## src/rtl/fpce_params.svh

```systemverilog
`ifndef FPCE_PARAMS_SVH
`define FPCE_PARAMS_SVH
// ----------------------------------------
// Timing
// ----------------------------------------
`define FPCE_CLK_NS     10
`define FPCE_TWP_NS     35
`define FPCE_TACC_NS    90
`define FPCE_TRP_NS     500
`define FPCE_TWP_CYC    ((`FPCE_TWP_NS + `FPCE_CLK_NS - 1) / `FPCE_CLK_NS)
`define FPCE_TACC_CYC   ((`FPCE_TACC_NS + `FPCE_CLK_NS - 1) / `FPCE_CLK_NS)
`define FPCE_TRP_CYC    ((`FPCE_TRP_NS + `FPCE_CLK_NS - 1) / `FPCE_CLK_NS)
// ----------------------------------------
// Register offsets and fields
// ----------------------------------------
`define FPCE_REG_CMD    8'h00
`define FPCE_REG_CFG    8'h04
`define FPCE_REG_ADDR   8'h08
`define FPCE_REG_DATA   8'h0C
`define FPCE_REG_COUNT  8'h10
`define FPCE_REG_STAT   8'h14
`define FPCE_REG_RDATA  8'h18
`define FPCE_REG_BUF    8'h40
`define FPCE_CFG_ACCEL  0
`define FPCE_CFG_BYTE   1
`define FPCE_BUF_WORDS  16
// ----------------------------------------
// Operation codes written to CMD
// ----------------------------------------
`define FPCE_OP_WORD      4'h1
`define FPCE_OP_BYP_ENTER 4'h2
`define FPCE_OP_BYP_PROG  4'h3
`define FPCE_OP_BYP_EXIT  4'h4
`define FPCE_OP_BUF       4'h5
`define FPCE_OP_ABORT_RST 4'h6
`define FPCE_OP_SEC_ENTER 4'h7
`define FPCE_OP_SEC_EXIT  4'h8
`define FPCE_OP_READ      4'h9
`define FPCE_OP_HWRESET   4'hA
// ----------------------------------------
// Flash command cycles, sector mask and status bits
// ----------------------------------------
`define FPCE_UL1_ADDR   23'h000555
`define FPCE_UL1_DATA   16'h00AA
`define FPCE_UL2_ADDR   23'h0002AA
`define FPCE_UL2_DATA   16'h0055
`define FPCE_C_PROG     16'h00A0
`define FPCE_C_BYP      16'h0020
`define FPCE_C_BYPX1    16'h0090
`define FPCE_C_BYPX2    16'h0000
`define FPCE_C_LOAD     16'h0025
`define FPCE_C_CONFIRM  16'h0029
`define FPCE_C_ABORTRST 16'h00F0
`define FPCE_C_SECIN    16'h0088
`define FPCE_C_SECX1    16'h0090
`define FPCE_C_SECX2    16'h0000
`define FPCE_SECT_MASK  23'h7F8000
`define FPCE_DQ_POLL    7
`define FPCE_DQ_TOGGLE  6
`define FPCE_DQ_TIMEOUT 5
`define FPCE_DQ_ABORT   1
`endif

```

## src/rtl/fpce_pkg.sv

```systemverilog
package fpce_pkg;
	typedef enum logic [2:0] {E_IDLE, E_STEP, E_WAITW, E_POLL, E_POLLW, E_READ, E_READW,
		E_RESET} fpce_eng_e;
	typedef enum logic [1:0] {B_IDLE, B_SETUP, B_PULSE, B_HOLD} fpce_bus_e;
	typedef struct packed {
		logic [22:0] addr;
		logic [15:0] data;
		logic        last;
	} fpce_step_s;
endpackage

```

## src/rtl/fpce_if.sv

```systemverilog
`timescale 1ns/1ps
interface fpce_if;
	logic        req;
	logic        wr;
	logic        kill;
	logic [22:0] addr;
	logic [15:0] wdata;
	logic        done;
	logic [15:0] rdata;
	modport eng (output req, wr, kill, addr, wdata, input done, rdata);
	modport phy (input req, wr, kill, addr, wdata, output done, rdata);
endinterface

```

## src/rtl/fpce_axil.sv

```systemverilog
`timescale 1ns/1ps
module fpce_axil (
	// Clock and reset
	input  wire logic        aclk,
	input  wire logic        aresetn,
	// AXI4-Lite slave
	input  wire logic [7:0]  awaddr,
	input  wire logic        awvalid,
	output logic             awready,
	input  wire logic [31:0] wdata,
	input  wire logic [3:0]  wstrb,
	input  wire logic        wvalid,
	output logic             wready,
	output logic             bvalid,
	input  wire logic        bready,
	input  wire logic [7:0]  araddr,
	input  wire logic        arvalid,
	output logic             arready,
	output logic [31:0]      rdata,
	output logic             rvalid,
	input  wire logic        rready,
	// Register side
	output logic             wr_en,
	output logic [7:0]       wr_addr,
	output logic [31:0]      wr_data,
	input  wire logic [31:0] rd_data
);
	logic aw_h;
	logic w_h;
	logic [3:0] strb;
	always_ff @(posedge aclk) begin
		if (!aresetn) begin
			aw_h    <= 1'b0;
			w_h     <= 1'b0;
			wr_en   <= 1'b0;
			bvalid  <= 1'b0;
			wr_addr <= 8'h00;
			wr_data <= 32'h00000000;
			strb    <= 4'h0;
		end else begin
			wr_en <= 1'b0;
			if (awvalid && awready) begin
				aw_h    <= 1'b1;
				wr_addr <= awaddr;
			end
			if (wvalid && wready) begin
				w_h     <= 1'b1;
				wr_data <= wdata;
				strb    <= wstrb;
			end
			// Partial writes are dropped: every register is one whole word
			if (aw_h && w_h && !bvalid) begin
				wr_en  <= (strb == 4'hF);
				bvalid <= 1'b1;
				aw_h   <= 1'b0;
				w_h    <= 1'b0;
			end
			if (bvalid && bready)
				bvalid <= 1'b0;
		end
	end
	assign awready = !aw_h && !bvalid;
	assign wready  = !w_h && !bvalid;
	always_ff @(posedge aclk) begin
		if (!aresetn) begin
			rvalid <= 1'b0;
			rdata  <= 32'h00000000;
		end else if (arvalid && arready) begin
			rvalid <= 1'b1;
			rdata  <= rd_data;
		end else if (rready) begin
			rvalid <= 1'b0;
		end
	end
	assign arready = !rvalid;
endmodule // fpce_axil

```

## src/rtl/fpce_bus.sv

```systemverilog
`timescale 1ns/1ps
`include "fpce_params.svh"
module fpce_bus (
	// Clock and reset
	input  wire logic        aclk,
	input  wire logic        aresetn,
	// Cycle requests
	fpce_if.phy              cyc,
	// Flash pins
	output logic [22:0]      fl_addr,
	output logic [15:0]      fl_dq_o,
	output logic             fl_dq_oe,
	input  wire logic [15:0] fl_dq_i,
	output logic             fl_ce_n,
	output logic             fl_oe_n,
	output logic             fl_we_n
);
	fpce_pkg::fpce_bus_e st;
	logic [7:0] cnt;
	logic       wr_r;
	always_ff @(posedge aclk) begin
		if (!aresetn || cyc.kill) begin
			st        <= fpce_pkg::B_IDLE;
			cnt       <= 8'h00;
			wr_r      <= 1'b0;
			fl_addr   <= 23'h000000;
			fl_dq_o   <= 16'h0000;
			fl_dq_oe  <= 1'b0;
			fl_ce_n   <= 1'b1;
			fl_oe_n   <= 1'b1;
			fl_we_n   <= 1'b1;
			cyc.done  <= 1'b0;
			cyc.rdata <= 16'h0000;
		end else begin
			cyc.done <= 1'b0;
			if (cnt != 8'h00)
				cnt <= cnt - 8'h01;
			case (st)
				fpce_pkg::B_IDLE: if (cyc.req) begin
					fl_addr  <= cyc.addr;
					fl_dq_o  <= cyc.wdata;
					fl_dq_oe <= cyc.wr;
					wr_r     <= cyc.wr;
					fl_ce_n  <= 1'b0;
					st       <= fpce_pkg::B_SETUP;
				end
				// Address is stable a cycle before the strobe falls
				fpce_pkg::B_SETUP: begin
					fl_we_n <= !wr_r;
					fl_oe_n <= wr_r;
					cnt     <= wr_r ? 8'(`FPCE_TWP_CYC - 1) : 8'(`FPCE_TACC_CYC - 1);
					st      <= fpce_pkg::B_PULSE;
				end
				fpce_pkg::B_PULSE: if (cnt == 8'h00) begin
					fl_we_n   <= 1'b1;
					fl_oe_n   <= 1'b1;
					cyc.rdata <= fl_dq_i;
					st        <= fpce_pkg::B_HOLD;
				end
				fpce_pkg::B_HOLD: begin
					fl_ce_n  <= 1'b1;
					fl_dq_oe <= 1'b0;
					cyc.done <= 1'b1;
					st       <= fpce_pkg::B_IDLE;
				end
				default: st <= fpce_pkg::B_IDLE;
			endcase
		end
	end
endmodule // fpce_bus

```

## src/rtl/fpce_top.sv

```systemverilog
`timescale 1ns/1ps
`include "fpce_params.svh"
module fpce_top (
	// Clock and reset
	input  wire logic        aclk,
	input  wire logic        aresetn,
	// AXI4-Lite slave
	input  wire logic [7:0]  s_axi_awaddr,
	input  wire logic        s_axi_awvalid,
	output logic             s_axi_awready,
	input  wire logic [31:0] s_axi_wdata,
	input  wire logic [3:0]  s_axi_wstrb,
	input  wire logic        s_axi_wvalid,
	output logic             s_axi_wready,
	output logic [1:0]       s_axi_bresp,
	output logic             s_axi_bvalid,
	input  wire logic        s_axi_bready,
	input  wire logic [7:0]  s_axi_araddr,
	input  wire logic        s_axi_arvalid,
	output logic             s_axi_arready,
	output logic [31:0]      s_axi_rdata,
	output logic [1:0]       s_axi_rresp,
	output logic             s_axi_rvalid,
	input  wire logic        s_axi_rready,
	// Flash pins
	output logic [22:0]      fl_addr,
	output logic [15:0]      fl_dq_o,
	output logic             fl_dq_oe,
	input  wire logic [15:0] fl_dq_i,
	output logic             fl_ce_n,
	output logic             fl_oe_n,
	output logic             fl_we_n,
	output logic             fl_reset_n,
	output logic             fl_accel_hv
);
	// ----------------------------------------
	// Register bus
	// ----------------------------------------
	logic        wr_en;
	logic [7:0]  wr_addr;
	logic [31:0] wr_data;
	logic [31:0] rd_data;
	logic        axi_awready;
	logic        axi_wready;
	logic        axi_arready;
	fpce_if      cyc ();

	fpce_axil u_axil (
		.aclk    (aclk),
		.aresetn (aresetn),
		.awaddr  (s_axi_awaddr),
		.awvalid (s_axi_awvalid),
		.awready (axi_awready),
		.wdata   (s_axi_wdata),
		.wstrb   (s_axi_wstrb),
		.wvalid  (s_axi_wvalid),
		.wready  (axi_wready),
		.bvalid  (s_axi_bvalid),
		.bready  (s_axi_bready),
		.araddr  (s_axi_araddr),
		.arvalid (s_axi_arvalid),
		.arready (axi_arready),
		.rdata   (s_axi_rdata),
		.rvalid  (s_axi_rvalid),
		.rready  (s_axi_rready),
		.wr_en   (wr_en),
		.wr_addr (wr_addr),
		.wr_data (wr_data),
		.rd_data (rd_data)
	);

	fpce_bus u_bus (
		.aclk     (aclk),
		.aresetn  (aresetn),
		.cyc      (cyc),
		.fl_addr  (fl_addr),
		.fl_dq_o  (fl_dq_o),
		.fl_dq_oe (fl_dq_oe),
		.fl_dq_i  (fl_dq_i),
		.fl_ce_n  (fl_ce_n),
		.fl_oe_n  (fl_oe_n),
		.fl_we_n  (fl_we_n)
	);

	// Ready lines are registered terms of the slave, combined only in fpce_axil
	assign s_axi_awready = axi_awready;
	assign s_axi_wready  = axi_wready;
	assign s_axi_arready = axi_arready;
	assign s_axi_bresp   = 2'h0;
	assign s_axi_rresp   = 2'h0;

	function automatic logic reg_hit(input logic [7:0] a, input logic [7:0] off);
		reg_hit = (a == off);
	endfunction

	// ----------------------------------------
	// Software registers
	// ----------------------------------------
	logic [22:0] tgt_addr;
	logic [15:0] tgt_data;
	logic [4:0]  buf_cnt;
	logic        byte_mode;
	logic [15:0] rd_word;
	logic [15:0] buf_mem [`FPCE_BUF_WORDS];
	logic        busy;
	logic        bypass;
	logic        secured;
	logic        done_f;
	logic        tmo_f;
	logic        abort_f;
	logic        refused;
	fpce_pkg::fpce_eng_e st;

	always_ff @(posedge aclk) begin
		if (!aresetn) begin
			tgt_addr <= 23'h000000;
			tgt_data <= 16'hFFFF;
			buf_cnt  <= 5'h00;
			byte_mode <= 1'b0;
		end else if (wr_en && !busy) begin
			if (reg_hit(wr_addr, `FPCE_REG_ADDR))
				tgt_addr <= wr_data[22:0];
			if (reg_hit(wr_addr, `FPCE_REG_DATA))
				tgt_data <= wr_data[15:0];
			if (reg_hit(wr_addr, `FPCE_REG_COUNT))
				buf_cnt <= wr_data[4:0];
			if (reg_hit(wr_addr, `FPCE_REG_CFG))
				byte_mode <= wr_data[`FPCE_CFG_BYTE];
		end
	end

	// Later loads of one slot overwrite earlier ones, as the device does
	for (genvar g = 0; g < `FPCE_BUF_WORDS; g++) begin : g_buf
		always_ff @(posedge aclk) begin
			if (!aresetn)
				buf_mem[g] <= 16'hFFFF;
			else if (wr_en && !busy && reg_hit(wr_addr, 8'(`FPCE_REG_BUF + 4 * g)))
				buf_mem[g] <= wr_data[15:0];
		end
	end

	// High voltage is switched on only while idle, and is held off while secured
	always_ff @(posedge aclk) begin
		if (!aresetn)
			fl_accel_hv <= 1'b0;
		else if (wr_en && !busy && reg_hit(wr_addr, `FPCE_REG_CFG))
			fl_accel_hv <= wr_data[`FPCE_CFG_ACCEL] && !secured;
		else if (secured)
			fl_accel_hv <= 1'b0;
	end

	always_comb begin
		rd_data = 32'h00000000;
		if (reg_hit(s_axi_araddr, `FPCE_REG_CFG))
			rd_data = {30'h0, byte_mode, fl_accel_hv};
		else if (reg_hit(s_axi_araddr, `FPCE_REG_ADDR))
			rd_data = {9'h0, tgt_addr};
		else if (reg_hit(s_axi_araddr, `FPCE_REG_DATA))
			rd_data = {16'h0, tgt_data};
		else if (reg_hit(s_axi_araddr, `FPCE_REG_COUNT))
			rd_data = {27'h0, buf_cnt};
		else if (reg_hit(s_axi_araddr, `FPCE_REG_STAT))
			rd_data = {23'h0, !fl_reset_n, fl_accel_hv, refused, secured,
				bypass || fl_accel_hv, abort_f, tmo_f, done_f, busy};
		else if (reg_hit(s_axi_araddr, `FPCE_REG_RDATA))
			rd_data = {16'h0, rd_word};
	end

	// ----------------------------------------
	// Command sequences
	// ----------------------------------------
	function automatic fpce_pkg::fpce_step_s seq_step(input logic [3:0] op,
		input logic [4:0] i, input logic [22:0] tgt, input logic [15:0] dat,
		input logic [4:0] cnt, input logic [15:0] bw);
		fpce_pkg::fpce_step_s s;
		logic [22:0] sec;
		logic [4:0]  k;
		sec    = tgt & `FPCE_SECT_MASK;
		k      = i - 5'h04;
		s.last = 1'b0;
		s.addr = (i == 5'h01) ? `FPCE_UL2_ADDR : `FPCE_UL1_ADDR;
		s.data = (i == 5'h01) ? `FPCE_UL2_DATA : `FPCE_UL1_DATA;
		case (op)
			`FPCE_OP_WORD: begin
				if (i == 5'h02)
					s.data = `FPCE_C_PROG;
				if (i == 5'h03) begin
					s = '{tgt, dat, 1'b1};
				end
			end
			`FPCE_OP_BYP_ENTER: if (i == 5'h02)
				s = '{`FPCE_UL1_ADDR, `FPCE_C_BYP, 1'b1};
			`FPCE_OP_BYP_PROG: begin
				if (i == 5'h00)
					s.data = `FPCE_C_PROG;
				else
					s = '{tgt, dat, 1'b1};
			end
			`FPCE_OP_BYP_EXIT: begin
				s.addr = `FPCE_UL1_ADDR;
				s.data = (i == 5'h00) ? `FPCE_C_BYPX1 : `FPCE_C_BYPX2;
				s.last = (i != 5'h00);
			end
			`FPCE_OP_SEC_ENTER: if (i == 5'h02)
				s = '{`FPCE_UL1_ADDR, `FPCE_C_SECIN, 1'b1};
			`FPCE_OP_SEC_EXIT: begin
				if (i == 5'h02)
					s.data = `FPCE_C_SECX1;
				if (i == 5'h03)
					s = '{`FPCE_UL1_ADDR, `FPCE_C_SECX2, 1'b1};
			end
			`FPCE_OP_ABORT_RST: if (i == 5'h02)
				s = '{`FPCE_UL1_ADDR, `FPCE_C_ABORTRST, 1'b1};
			`FPCE_OP_BUF: begin
				if (i == 5'h02)
					s = '{sec, `FPCE_C_LOAD, 1'b0};
				else if (i == 5'h03)
					s = '{sec, {11'h0, cnt}, 1'b0};
				else if (i >= 5'h04 && {1'b0, i} <= {1'b0, cnt} + 6'h04)
					s = '{{tgt[22:4], k[3:0]}, bw, 1'b0};
				else if (i > 5'h03)
					s = '{sec, `FPCE_C_CONFIRM, 1'b1};
			end
			default: s.last = 1'b1;
		endcase
		seq_step = s;
	endfunction

	// ----------------------------------------
	// Acceptance of commands
	// ----------------------------------------
	logic       cmd_wr;
	logic [3:0] op_in;
	logic       op_ok;
	assign cmd_wr = wr_en && reg_hit(wr_addr, `FPCE_REG_CMD);
	assign op_in  = wr_data[3:0];

	always_comb begin
		case (op_in)
			`FPCE_OP_WORD:      op_ok = !bypass && !fl_accel_hv && !byte_mode;
			`FPCE_OP_BYP_ENTER: op_ok = !bypass && !fl_accel_hv && !secured;
			`FPCE_OP_BYP_PROG:  op_ok = (bypass || fl_accel_hv) && !secured;
			`FPCE_OP_BYP_EXIT:  op_ok = bypass && !fl_accel_hv;
			`FPCE_OP_BUF:       op_ok = !secured && buf_cnt < 5'(`FPCE_BUF_WORDS);
			`FPCE_OP_SEC_ENTER: op_ok = !bypass && !fl_accel_hv && !secured;
			`FPCE_OP_SEC_EXIT:  op_ok = secured && !bypass;
			`FPCE_OP_ABORT_RST: op_ok = 1'b1;
			`FPCE_OP_READ:      op_ok = 1'b1;
			default:            op_ok = 1'b0;
		endcase
		// After an abort only the abort reset, a read or the hardware reset is accepted
		if (abort_f && op_in != `FPCE_OP_ABORT_RST && op_in != `FPCE_OP_READ)
			op_ok = 1'b0;
	end

	// ----------------------------------------
	// Sequencer
	// ----------------------------------------
	logic [3:0]  op_r;
	logic [4:0]  idx;
	logic [4:0]  boff;
	logic [7:0]  rst_cnt;
	logic        have_prev;
	logic [15:0] prev;
	logic [22:0] poll_addr;
	logic        polled;
	fpce_pkg::fpce_step_s step;

	assign boff      = idx - 5'h04;
	assign step      = seq_step(op_r, idx, tgt_addr, tgt_data, buf_cnt, buf_mem[boff[3:0]]);
	assign poll_addr = (op_r == `FPCE_OP_BUF) ? {tgt_addr[22:4], buf_cnt[3:0]} : tgt_addr;
	assign polled    = op_r == `FPCE_OP_WORD || op_r == `FPCE_OP_BYP_PROG
		|| op_r == `FPCE_OP_BUF;
	assign busy      = st != fpce_pkg::E_IDLE;

	always_ff @(posedge aclk) begin
		if (!aresetn) begin
			st         <= fpce_pkg::E_IDLE;
			op_r       <= 4'h0;
			idx        <= 5'h00;
			rst_cnt    <= 8'h00;
			have_prev  <= 1'b0;
			prev       <= 16'h0000;
			rd_word    <= 16'h0000;
			bypass     <= 1'b0;
			secured    <= 1'b0;
			done_f     <= 1'b0;
			tmo_f      <= 1'b0;
			abort_f    <= 1'b0;
			refused    <= 1'b0;
			fl_reset_n <= 1'b1;
			cyc.req    <= 1'b0;
			cyc.wr     <= 1'b0;
			cyc.kill   <= 1'b0;
			cyc.addr   <= 23'h000000;
			cyc.wdata  <= 16'h0000;
		end else begin
			cyc.req  <= 1'b0;
			cyc.kill <= 1'b0;
			if (cmd_wr && op_in == `FPCE_OP_HWRESET) begin
				// Reset always wins, even in the middle of programming
				st         <= fpce_pkg::E_RESET;
				cyc.kill   <= 1'b1;
				fl_reset_n <= 1'b0;
				rst_cnt    <= 8'(`FPCE_TRP_CYC - 1);
				done_f     <= 1'b0;
				refused    <= 1'b0;
			end else if (cmd_wr && busy) begin
				refused <= 1'b1;
			end else if (cmd_wr) begin
				refused <= !op_ok;
				if (op_ok) begin
					op_r      <= op_in;
					idx       <= 5'h00;
					have_prev <= 1'b0;
					done_f    <= 1'b0;
					tmo_f     <= 1'b0;
					st        <= (op_in == `FPCE_OP_READ) ? fpce_pkg::E_READ : fpce_pkg::E_STEP;
				end
			end else begin
				case (st)
					fpce_pkg::E_STEP: begin
						cyc.req   <= 1'b1;
						cyc.wr    <= 1'b1;
						cyc.addr  <= step.addr;
						cyc.wdata <= step.data;
						st        <= fpce_pkg::E_WAITW;
					end
					fpce_pkg::E_WAITW: if (cyc.done) begin
						idx <= idx + 5'h01;
						if (!step.last) begin
							st <= fpce_pkg::E_STEP;
						end else if (polled) begin
							st <= fpce_pkg::E_POLL;
						end else begin
							st     <= fpce_pkg::E_IDLE;
							done_f <= 1'b1;
							case (op_r)
								`FPCE_OP_BYP_ENTER: bypass <= 1'b1;
								`FPCE_OP_BYP_EXIT:  bypass <= 1'b0;
								`FPCE_OP_SEC_ENTER: secured <= 1'b1;
								`FPCE_OP_SEC_EXIT:  secured <= 1'b0;
								`FPCE_OP_ABORT_RST: abort_f <= 1'b0;
								default: ;
							endcase
						end
					end
					fpce_pkg::E_POLL, fpce_pkg::E_READ: begin
						cyc.req  <= 1'b1;
						cyc.wr   <= 1'b0;
						cyc.addr <= (st == fpce_pkg::E_READ) ? tgt_addr : poll_addr;
						st <= (st == fpce_pkg::E_READ) ? fpce_pkg::E_READW : fpce_pkg::E_POLLW;
					end
					fpce_pkg::E_READW: if (cyc.done) begin
						rd_word <= cyc.rdata;
						done_f  <= 1'b1;
						st      <= fpce_pkg::E_IDLE;
					end
					// Two reads in a row: a steady toggle bit means the device is back
					fpce_pkg::E_POLLW: if (cyc.done) begin
						prev      <= cyc.rdata;
						have_prev <= 1'b1;
						st        <= fpce_pkg::E_POLL;
						if (have_prev && prev[`FPCE_DQ_TOGGLE] == cyc.rdata[`FPCE_DQ_TOGGLE]) begin
							rd_word <= cyc.rdata;
							done_f  <= 1'b1;
							st      <= fpce_pkg::E_IDLE;
						end else if (have_prev && prev[`FPCE_DQ_ABORT] && op_r == `FPCE_OP_BUF
							&& cyc.rdata[`FPCE_DQ_ABORT] && !cyc.rdata[`FPCE_DQ_TIMEOUT]) begin
							abort_f <= 1'b1;
							done_f  <= 1'b1;
							st      <= fpce_pkg::E_IDLE;
						end else if (have_prev && prev[`FPCE_DQ_TIMEOUT] && cyc.rdata[`FPCE_DQ_TIMEOUT]) begin
							// Also the mark of a try to turn a zero into a one
							tmo_f  <= 1'b1;
							done_f <= 1'b1;
							st     <= fpce_pkg::E_IDLE;
						end
					end
					fpce_pkg::E_RESET: begin
						if (rst_cnt != 8'h00) begin
							rst_cnt <= rst_cnt - 8'h01;
						end else begin
							fl_reset_n <= 1'b1;
							bypass     <= 1'b0;
							secured    <= 1'b0;
							abort_f    <= 1'b0;
							done_f     <= 1'b1;
							st         <= fpce_pkg::E_IDLE;
						end
					end
					default: st <= fpce_pkg::E_IDLE;
				endcase
			end
		end
	end
endmodule // fpce_top

```

## config.mk

```make
export PLATFORM = sky130hd
export DESIGN_NAME = fpce_top
export DESIGN_NICKNAME = d
export VERILOG_FILES = /design/src/rtl/fpce_pkg.sv /design/src/rtl/fpce_if.sv /design/src/rtl/fpce_axil.sv /design/src/rtl/fpce_bus.sv /design/src/rtl/fpce_top.sv
export VERILOG_INCLUDE_DIRS = /design/src /design/src/rtl
export SDC_FILE = /design/constraint.sdc
export NUM_CORES = 1
export LEC_CHECK = 0
export ABC_AREA = 1
export CORE_MARGIN = 2
export CORE_UTILIZATION = 40
export CTS_CLUSTER_SIZE = 14
export DETAILED_ROUTE_END_ITERATION = 7
export DONT_BUFFER_PORTS = 1
export GPL_TIMING_DRIVEN = 0
export PLACE_DENSITY = 0.56
export SLEW_MARGIN = 20
export SYNTH_ARGS = -nofsm -noshare
export SYNTH_HDL_FRONTEND = slang
export SYNTH_SLANG_ARGS = --single-unit
```

## constraint.sdc

```tcl
create_clock -name aclk -period 2.4 [get_ports aclk]
set_clock_uncertainty 0.05 [all_clocks]
set_input_delay 0.24 -clock aclk [delete_from_list [all_inputs] [get_ports aclk]]
set_output_delay 0.24 -clock aclk [all_outputs]
set_load 0.05 [all_outputs]
```

; ---- Word-level counts from Yosys, hierarchy flattened
; Memories as Yosys holds them, arrays and structs flattened.
; Index checks and enable logic that the tools add are counted.
; W data, S select, Z words.
[word_totals]
regBits = 282
mem_bits_rw = 256
in_bits = 75
out_inout_bits = 86
word_cells = 481
mem_count = 1
[classes]
n_addsub = 5
n_lt_le_gt_ge = 4
n_eq_ne = 93
muxes = 189
bitwise = 20
n_reduce_logical = 124
[memory_table]
columns = name, words, width, read_ports, rd_ports_with_merged_regs, write_ports, line
row1 = buf_mem, 16, 16, 1, 0, 16, fpce_top.sv:104  ; logic [15:0] buf_mem [`FPCE_BUF_WORDS];
[op_table]
columns = operator, n
row1 = $mux W16, 24
row2 = $pmux W39 S8, 1
row3 = $mux W40, 5
row4 = $eq A8 B7 Y1 const B, 16
row5 = $mux W28, 4
row6 = $mux W1, 99
row7 = $mux W23, 3
row8 = $mux W8, 6
row9 = $logic_and A1 B1 Y1, 47
row10 = $pmux W23 S2, 1
row11 = $eq A4 B3 Y1 const B, 8
row12 = $eq A8 B4 Y1 const B, 4
row13 = $eq A8 B5 Y1 const B, 4
row14 = $pmux W16 S2, 1
row15 = $mux W6, 5
row16 = $reduce_bool A2 Y1, 15
row17 = $mux W3, 9
row18 = $ne A2 B2 Y1 const B, 12
row19 = $reduce_and A4 Y1, 6
row20 = $eq A4 B4 Y1 const B, 5
row21 = $mux W5, 4
row22 = $reduce_and A2 Y1, 10
row23 = $pmux W1 S2, 9
row24 = $pmux W3 S6, 1
row25 = other kinds (54), 136

; ---- Logic depth before layout (Yosys ltp)
[depth]
depth_word = 13
depth_mapped = 20
mapped_depth_nobuf = 19

; ---- Modules after synthesis
; A second synthesis with hierarchy kept.
[unflattened]
cells_unflattened = 3142
hier_area_um2 = 25176.6
[by_module_without_submodules]
columns = module, instances, cells_each, area_per_inst_um2, seq_area_each_um2
row1 = fpce_top, 1, 2338, 19224.7, 10390.0
row2 = fpce_axil, 1, 451, 3223.1, 1621.6
row3 = fpce_bus, 1, 353, 2728.9, 1421.4

; ---- Least setup slack after synthesis
; No wires, ideal clock.
[synth_timing]
path_kind = flip-flop to flip-flop
startpoint = register idx[2]
endpoint = register cyc.addr[22]
arrival_time_ns = 2.227
t_required_ns = 2.218
path_slack_ns = -0.010
stages_incl_launch_ff = 15
path_buffers = 3
synth_period_minus_slack_ns = 2.410
path_cell_list = dfxtp_1 buf_2 inv_2 buf_1 ha_1 inv_1 nor2_1 nand2_1 inv_2 nor2_1 a21oi_1 buf_2 nand3_1 nand3_1 a21oi_1
[synth_via]
elab_chain_cells = 7
[synth_rtl]
columns = item, line
row1 = start: declaration, fpce_top.sv:260  ; logic [4:0] idx;
row2 = start signal: assignment, fpce_top.sv:330  ; idx <= idx + 5'h01;
row3 = "$gt A5 B2 Y1, or another cell as far along", fpce_top.sv:221  ; else if (i > 5'h03)
row4 = $mux W40 or $logic_and A1 B1 Y1 (tied branches), "fpce_top.sv:221, fpce_top.sv:219"
row5 = $mux W40, fpce_top.sv:219  ; else if (i >= 5'h04 && {1'b0, i} <= {1'b0, cnt} + 6'h04)
row6 = $mux W40, fpce_top.sv:217  ; else if (i == 5'h03)
row7 = $mux W40, fpce_top.sv:215  ; if (i == 5'h02)
row8 = $pmux W39 S8 *, fpce_top.sv:183  ; case (op)
row9 = $pmux W23 S2 *, fpce_top.sv:321  ; case (st)
row10 = end: declaration, fpce_if.sv:6  ; logic [22:0] addr;
; Mark *: on every way between the ends. The rest lies on a longest branch, timed or not.
; A chain may end at the register's enable or synchronous reset.

; ---- Worst setup path in the final report
[layout_timing]
startpoint = register idx[0]
endpoint = register cyc.wdata[9]
[layout_via]
elab_chain_cells = 6
[layout_rtl]
columns = item, line
row1 = "$sub A4 B3 Y4, or another cell as far along", fpce_top.sv:269  ; assign boff = idx - 5'h04;
row2 = $mem_v2 Z16 W16 or $logic_and A1 B1 Y1 (tied branches), -
row3 = $mux W40, fpce_top.sv:219
row4 = $mux W40, fpce_top.sv:217
row5 = $mux W40, fpce_top.sv:215
row6 = $pmux W39 S8 *, fpce_top.sv:183
row7 = end signal: assignment, fpce_top.sv:326  ; cyc.wdata <= step.data;
row8 = end: declaration, fpce_if.sv:7  ; logic [15:0] wdata;
; Marked as above.

==> results by group <==
Worst setup path
  – Worst path required time: 2.88 ns
  – Delay of the slowest cell on the worst path: 0.39 ns
  – R2R Path End: cyc.wdata[9]
  – WP buf/inv: 9
  – CP cell instances: inv_4, buf_8, buf_12, buf_12, ha_2, nand2_2, inv_2, nor2_4, inv_2, nor2_4, inv_2, nor2_4, buf_12, buf_4, nand2_2, o21ai_4, nand2_2, a21oi_2
  – Worst setup EP type: flip-flop
  – R2R Path Start: idx[0]
  – Max stage delay cell, worst path: dfxtp_4
  – R2r worst-path depth: 18
  – Worst EP arrival: 3.00 ns
  – Critical path fanouts, max: 6
  – Crit path max-delay family: buffers and inverters
  – Setup CP Type: reg2reg
  – CP startpoint kind: flip-flop
  – Worst reg2reg setup slack: -0.12 ns

Pwr
  – Lkg Pwr: 10.36 nW
  – Pwr dens: 766.2 nW/um^2
  – Peak VDD IR: 0.5257 mV

Detailed routing
  – Residual DRC: 0
  – Routed WL: 91.19 mm
  – Antenna Nets Post-Route: 0
  – DRC violation total after the first TritonRoute iteration: 2660
  – DR WL/cell: 23.48 um
  – Via/cell ratio: 5.654
  – Vias: 21960
  – TritonRoute pass-1 iters: 6

Floorplanning
  – Starting Density: 0.4059
  – Die area: 62090 sq um
  – Core outline area: 59240 sq um
  – I/O pin count: 161
  – Row count: 89
  – Die X: 249.2 um
  – Die height: 249.2 um

Finish
  – Fillers: 5591
  – Layout cell share with drive strength beyond 1: 0.1669
  – Post-route cell area: 29570 sq um
  – P&R area growth vs syn: 22.97%
  – Final net count: 3162

Outcome
  – Failing checks: negative setup slack
  – Status: complete, but fails checks

Synthesis
  – Flops & latches, synth: 525
  – Share of the synthesized area in the top cell type: 0.3197
  – YS warnings: 0
  – Top cells by area, synth: edfxtp_1 32%, dfxtp_1 22%, nand2_1 12%
  – Mapped cell area: 24050 sq um
  – Synth Instances: 2867
  – Avg Inst Size Synth: 8.387 sq um
  – Synth area leader: edfxtp_1
  – Cell variety after synth: 52
  – Seq/Total Area, Yosys: 0.5437

Worst hold path
  – HP Start: s_axi_araddr[3]
  – Hold Path End: u_axil.rdata[4]
  – Worst hold path type: in2reg
  – Hold Crit Depth: 5

Clock network
  – Clock Latency Late Sink: 0.64 ns
  – Clock transition at path regs: 0.07 ns
  – CTS tree: built
  – Clock sink count: 525
  – Clock Tree Buf Depth: 3
  – Total CTS buffers: 56
  – CTS H-tree lvls: 2
  – Root Buffer: clkbuf_16

Placed design
  – Placement Setup Slack: -1.771 ns
  – Placed Area: 25060 sq um
  – HPWL after DPL: 64.86 mm
  – Final Wtd Congestion: 0.9846
  – IO buf count: 0

STA
  – Final WS setup: -0.1198 ns
  – Max-slew violations: 0
  – Rel. slew slack: 0.2897
  – Fin crit period: 2.520 ns
  – WHS: 0.05912 ns
  – Worst-Margin Slew: 1.065 ns
  – Period utilization: 1.050
  – Max Fclk: 396.9 MHz
  – Final setup violation count: 30
  – Fin. Hold Viols: 0
  – RSZ-0062 raised after global routing: yes

Global routing
  – First-pass GRT wire length: 132.2 mm
  – Gr usage total: 0.2844
  – Largest net degree at the start of global routing: 17
  – Initial antenna violation count: 1
  – Vias in the first global route: 20600
  – Grt ovf: 0

Run
  – Max Cap Viol: 0
cells by family after synthesis:
kind of cell             synth area share
AO/OA/AOI/OAI                      0.1417
buffers and inverters             0.07051
AND/OR/NAND/NOR                    0.2317
XOR/XNOR                         0.001821
flip-flops                         0.5437
other                           0.0001560
adder cells (fa/ha/maj)           0.01041
cells in the mapped netlist (all sizes together):
library cell    n
a2111oi         1
a211oi         29
a21oi         215
a221oi          1
a22oi           1
a311oi          1
a31o            1
a31oi           2
buf            79
clkbuf         98
clkinv         14
conb            1
dfxtp         269
edfxtp        256
ha             20
inv           216
nand2         769
nand3         183
nand4          25
nor2          306
nor3           29
nor3b           1
nor4            7
o2111ai        39
o211a           1
o211ai         36
o21a            1
o21ai         229
o21bai          2
o221ai         13
o22ai           6
o311ai          1
o31ai           2
or2             8
xnor2           1
xor2            4
sequential cells by signal (all words and copies together) (netlist names), 8 cells and up:
register         count
buf_mem            256
cyc.addr            23
cyc.wdata           16
rd_word             16
rst_cnt              8
tgt_addr            23
tgt_data            16
u_axil.rdata        23
u_axil.wr_addr       8
u_axil.wr_data      23
u_bus.cnt            8
u_bus.cyc.rdata     16
u_bus.fl_addr       23
u_bus.fl_dq_o       16
cells in the final DEF (no fill, tap or decap), types with 9 or more instances in the layout:
cell type      Yosys  final
inv_2             22     26
o2111ai_1         39     38
buf_12             0     12
clkbuf_16          0     57
nand4_1           25     25
o21ai_4            0     11
nor3_1            24     18
bufinv_16          0     12
buf_6              2     15
nand2_2            4     53
o211ai_1          35     35
dlygate4sd3_1      0     56
o21ai_1            5      9
a211oi_2          17     17
a21oi_2            1     18
buf_2             41     24
ha_1              20     15
nand2_4            0     18
nor2_4             6     29
dfxtp_1          269    260
nand3_2            3     11
conb_1             1     13
nor2_1           278    263
o21ai_0          224    203
clkinv_1          14     21
a211oi_1          12     12
nor2_2            22     14
edfxtp_1         256    256
clkbuf_2           0     10
clkbuf_1          98     83
o221ai_1          13     13
buf_4             27     88
a21oi_1          214    191
nand2_1          765    697
inv_1            194    182
nand3_1          178    168
through the flow:
| step | power, mW | instances | util | TNS [ns] |
|---|---|---|---|---|
| after floorplan | 12.33 | 2879 | - | 0 |
| after global placement | 13.04 | 3652 | 0.4230 | -129.41 |
| after detailed placement | 13.10 | 3652 | 0.4230 | -138.97 |
| after CTS | 22.56 | 3849 | 0.4868 | -16.41 |
| after global routing | 23.41 | 3882 | 0.4991 | -6.162 |
| final | 22.66 | 3884 | 0.4991 | -1.665 |
power by group:
| group | switching [mW] | internal, mW | total, mW |
|---|---|---|---|
| Combinational | 1.87 | 0.753 | 2.62 |
| Clock | 3.81 | 5.69 | 9.50 |
| Sequential | 0.733 | 9.80 | 10.5 |
cell type report:
class                   count  area, sq um  area share
well taps                 773        967.2     0.03271
inverters                 230        898.4     0.03038
clock inverters            36        526.8     0.01781
diodes                      2        5.005   0.0001693
multi-input cells        1948        10240      0.3465
flip-flops and latches    525        13100      0.4429
plain buffers             175         1049     0.03546
clock buffers              64         1471     0.04976
repair buffers            131         1311     0.04434
repair_timing:
item                                   CTS  global route
endpoints found under the hold margin   55             0
setup endpoints to repair              424           489
pin swaps                               41            46
cloned                                   3             0
resized for setup                      246           127
hold buffers                            56             0
setup buffers                           39            34
routing by layer:
layer  routed length (um)  global-route usage  vias up  part of all wire
met5                    0                   0        -                 0
met4                 2826             0.08537        0             0.031
met3                 9410             0.06405      188              0.10
met2                39550              0.4354     1078              0.43
met1                39400              0.4011    10640              0.43
li1                     -                   -    10060                 -
worst max-delay path by stage:
stage	end	cells after the start	start	slack (ns)
2_1_floorplan	cyc.wdata[0]	17	idx[0]	0.02
6_report	cyc.wdata[9]	18	idx[0]	-0.12
5_1_grt	cyc.wdata[12]	18	idx[0]	-0.21
3_5_place_dp	cyc.wdata[9]	13	idx[2]	-1.77
3_3_place_gp	cyc.wdata[9]	13	idx[2]	-1.80
4_1_cts	buf_mem[10][7]	7	st[1]	-0.25
worst reg2reg max path, delay by kind of cell (launching register included):
kind                     cells  cell delay [ns]
adder cells (fa/ha/maj)      1             0.21
AND/OR/NAND/NOR              6             0.63
buffers and inverters        9             0.88
AO/OA/AOI/OAI                2             0.24
flip-flops                   1             0.39
No activity file was read; power rests on OpenSTA's default activity.
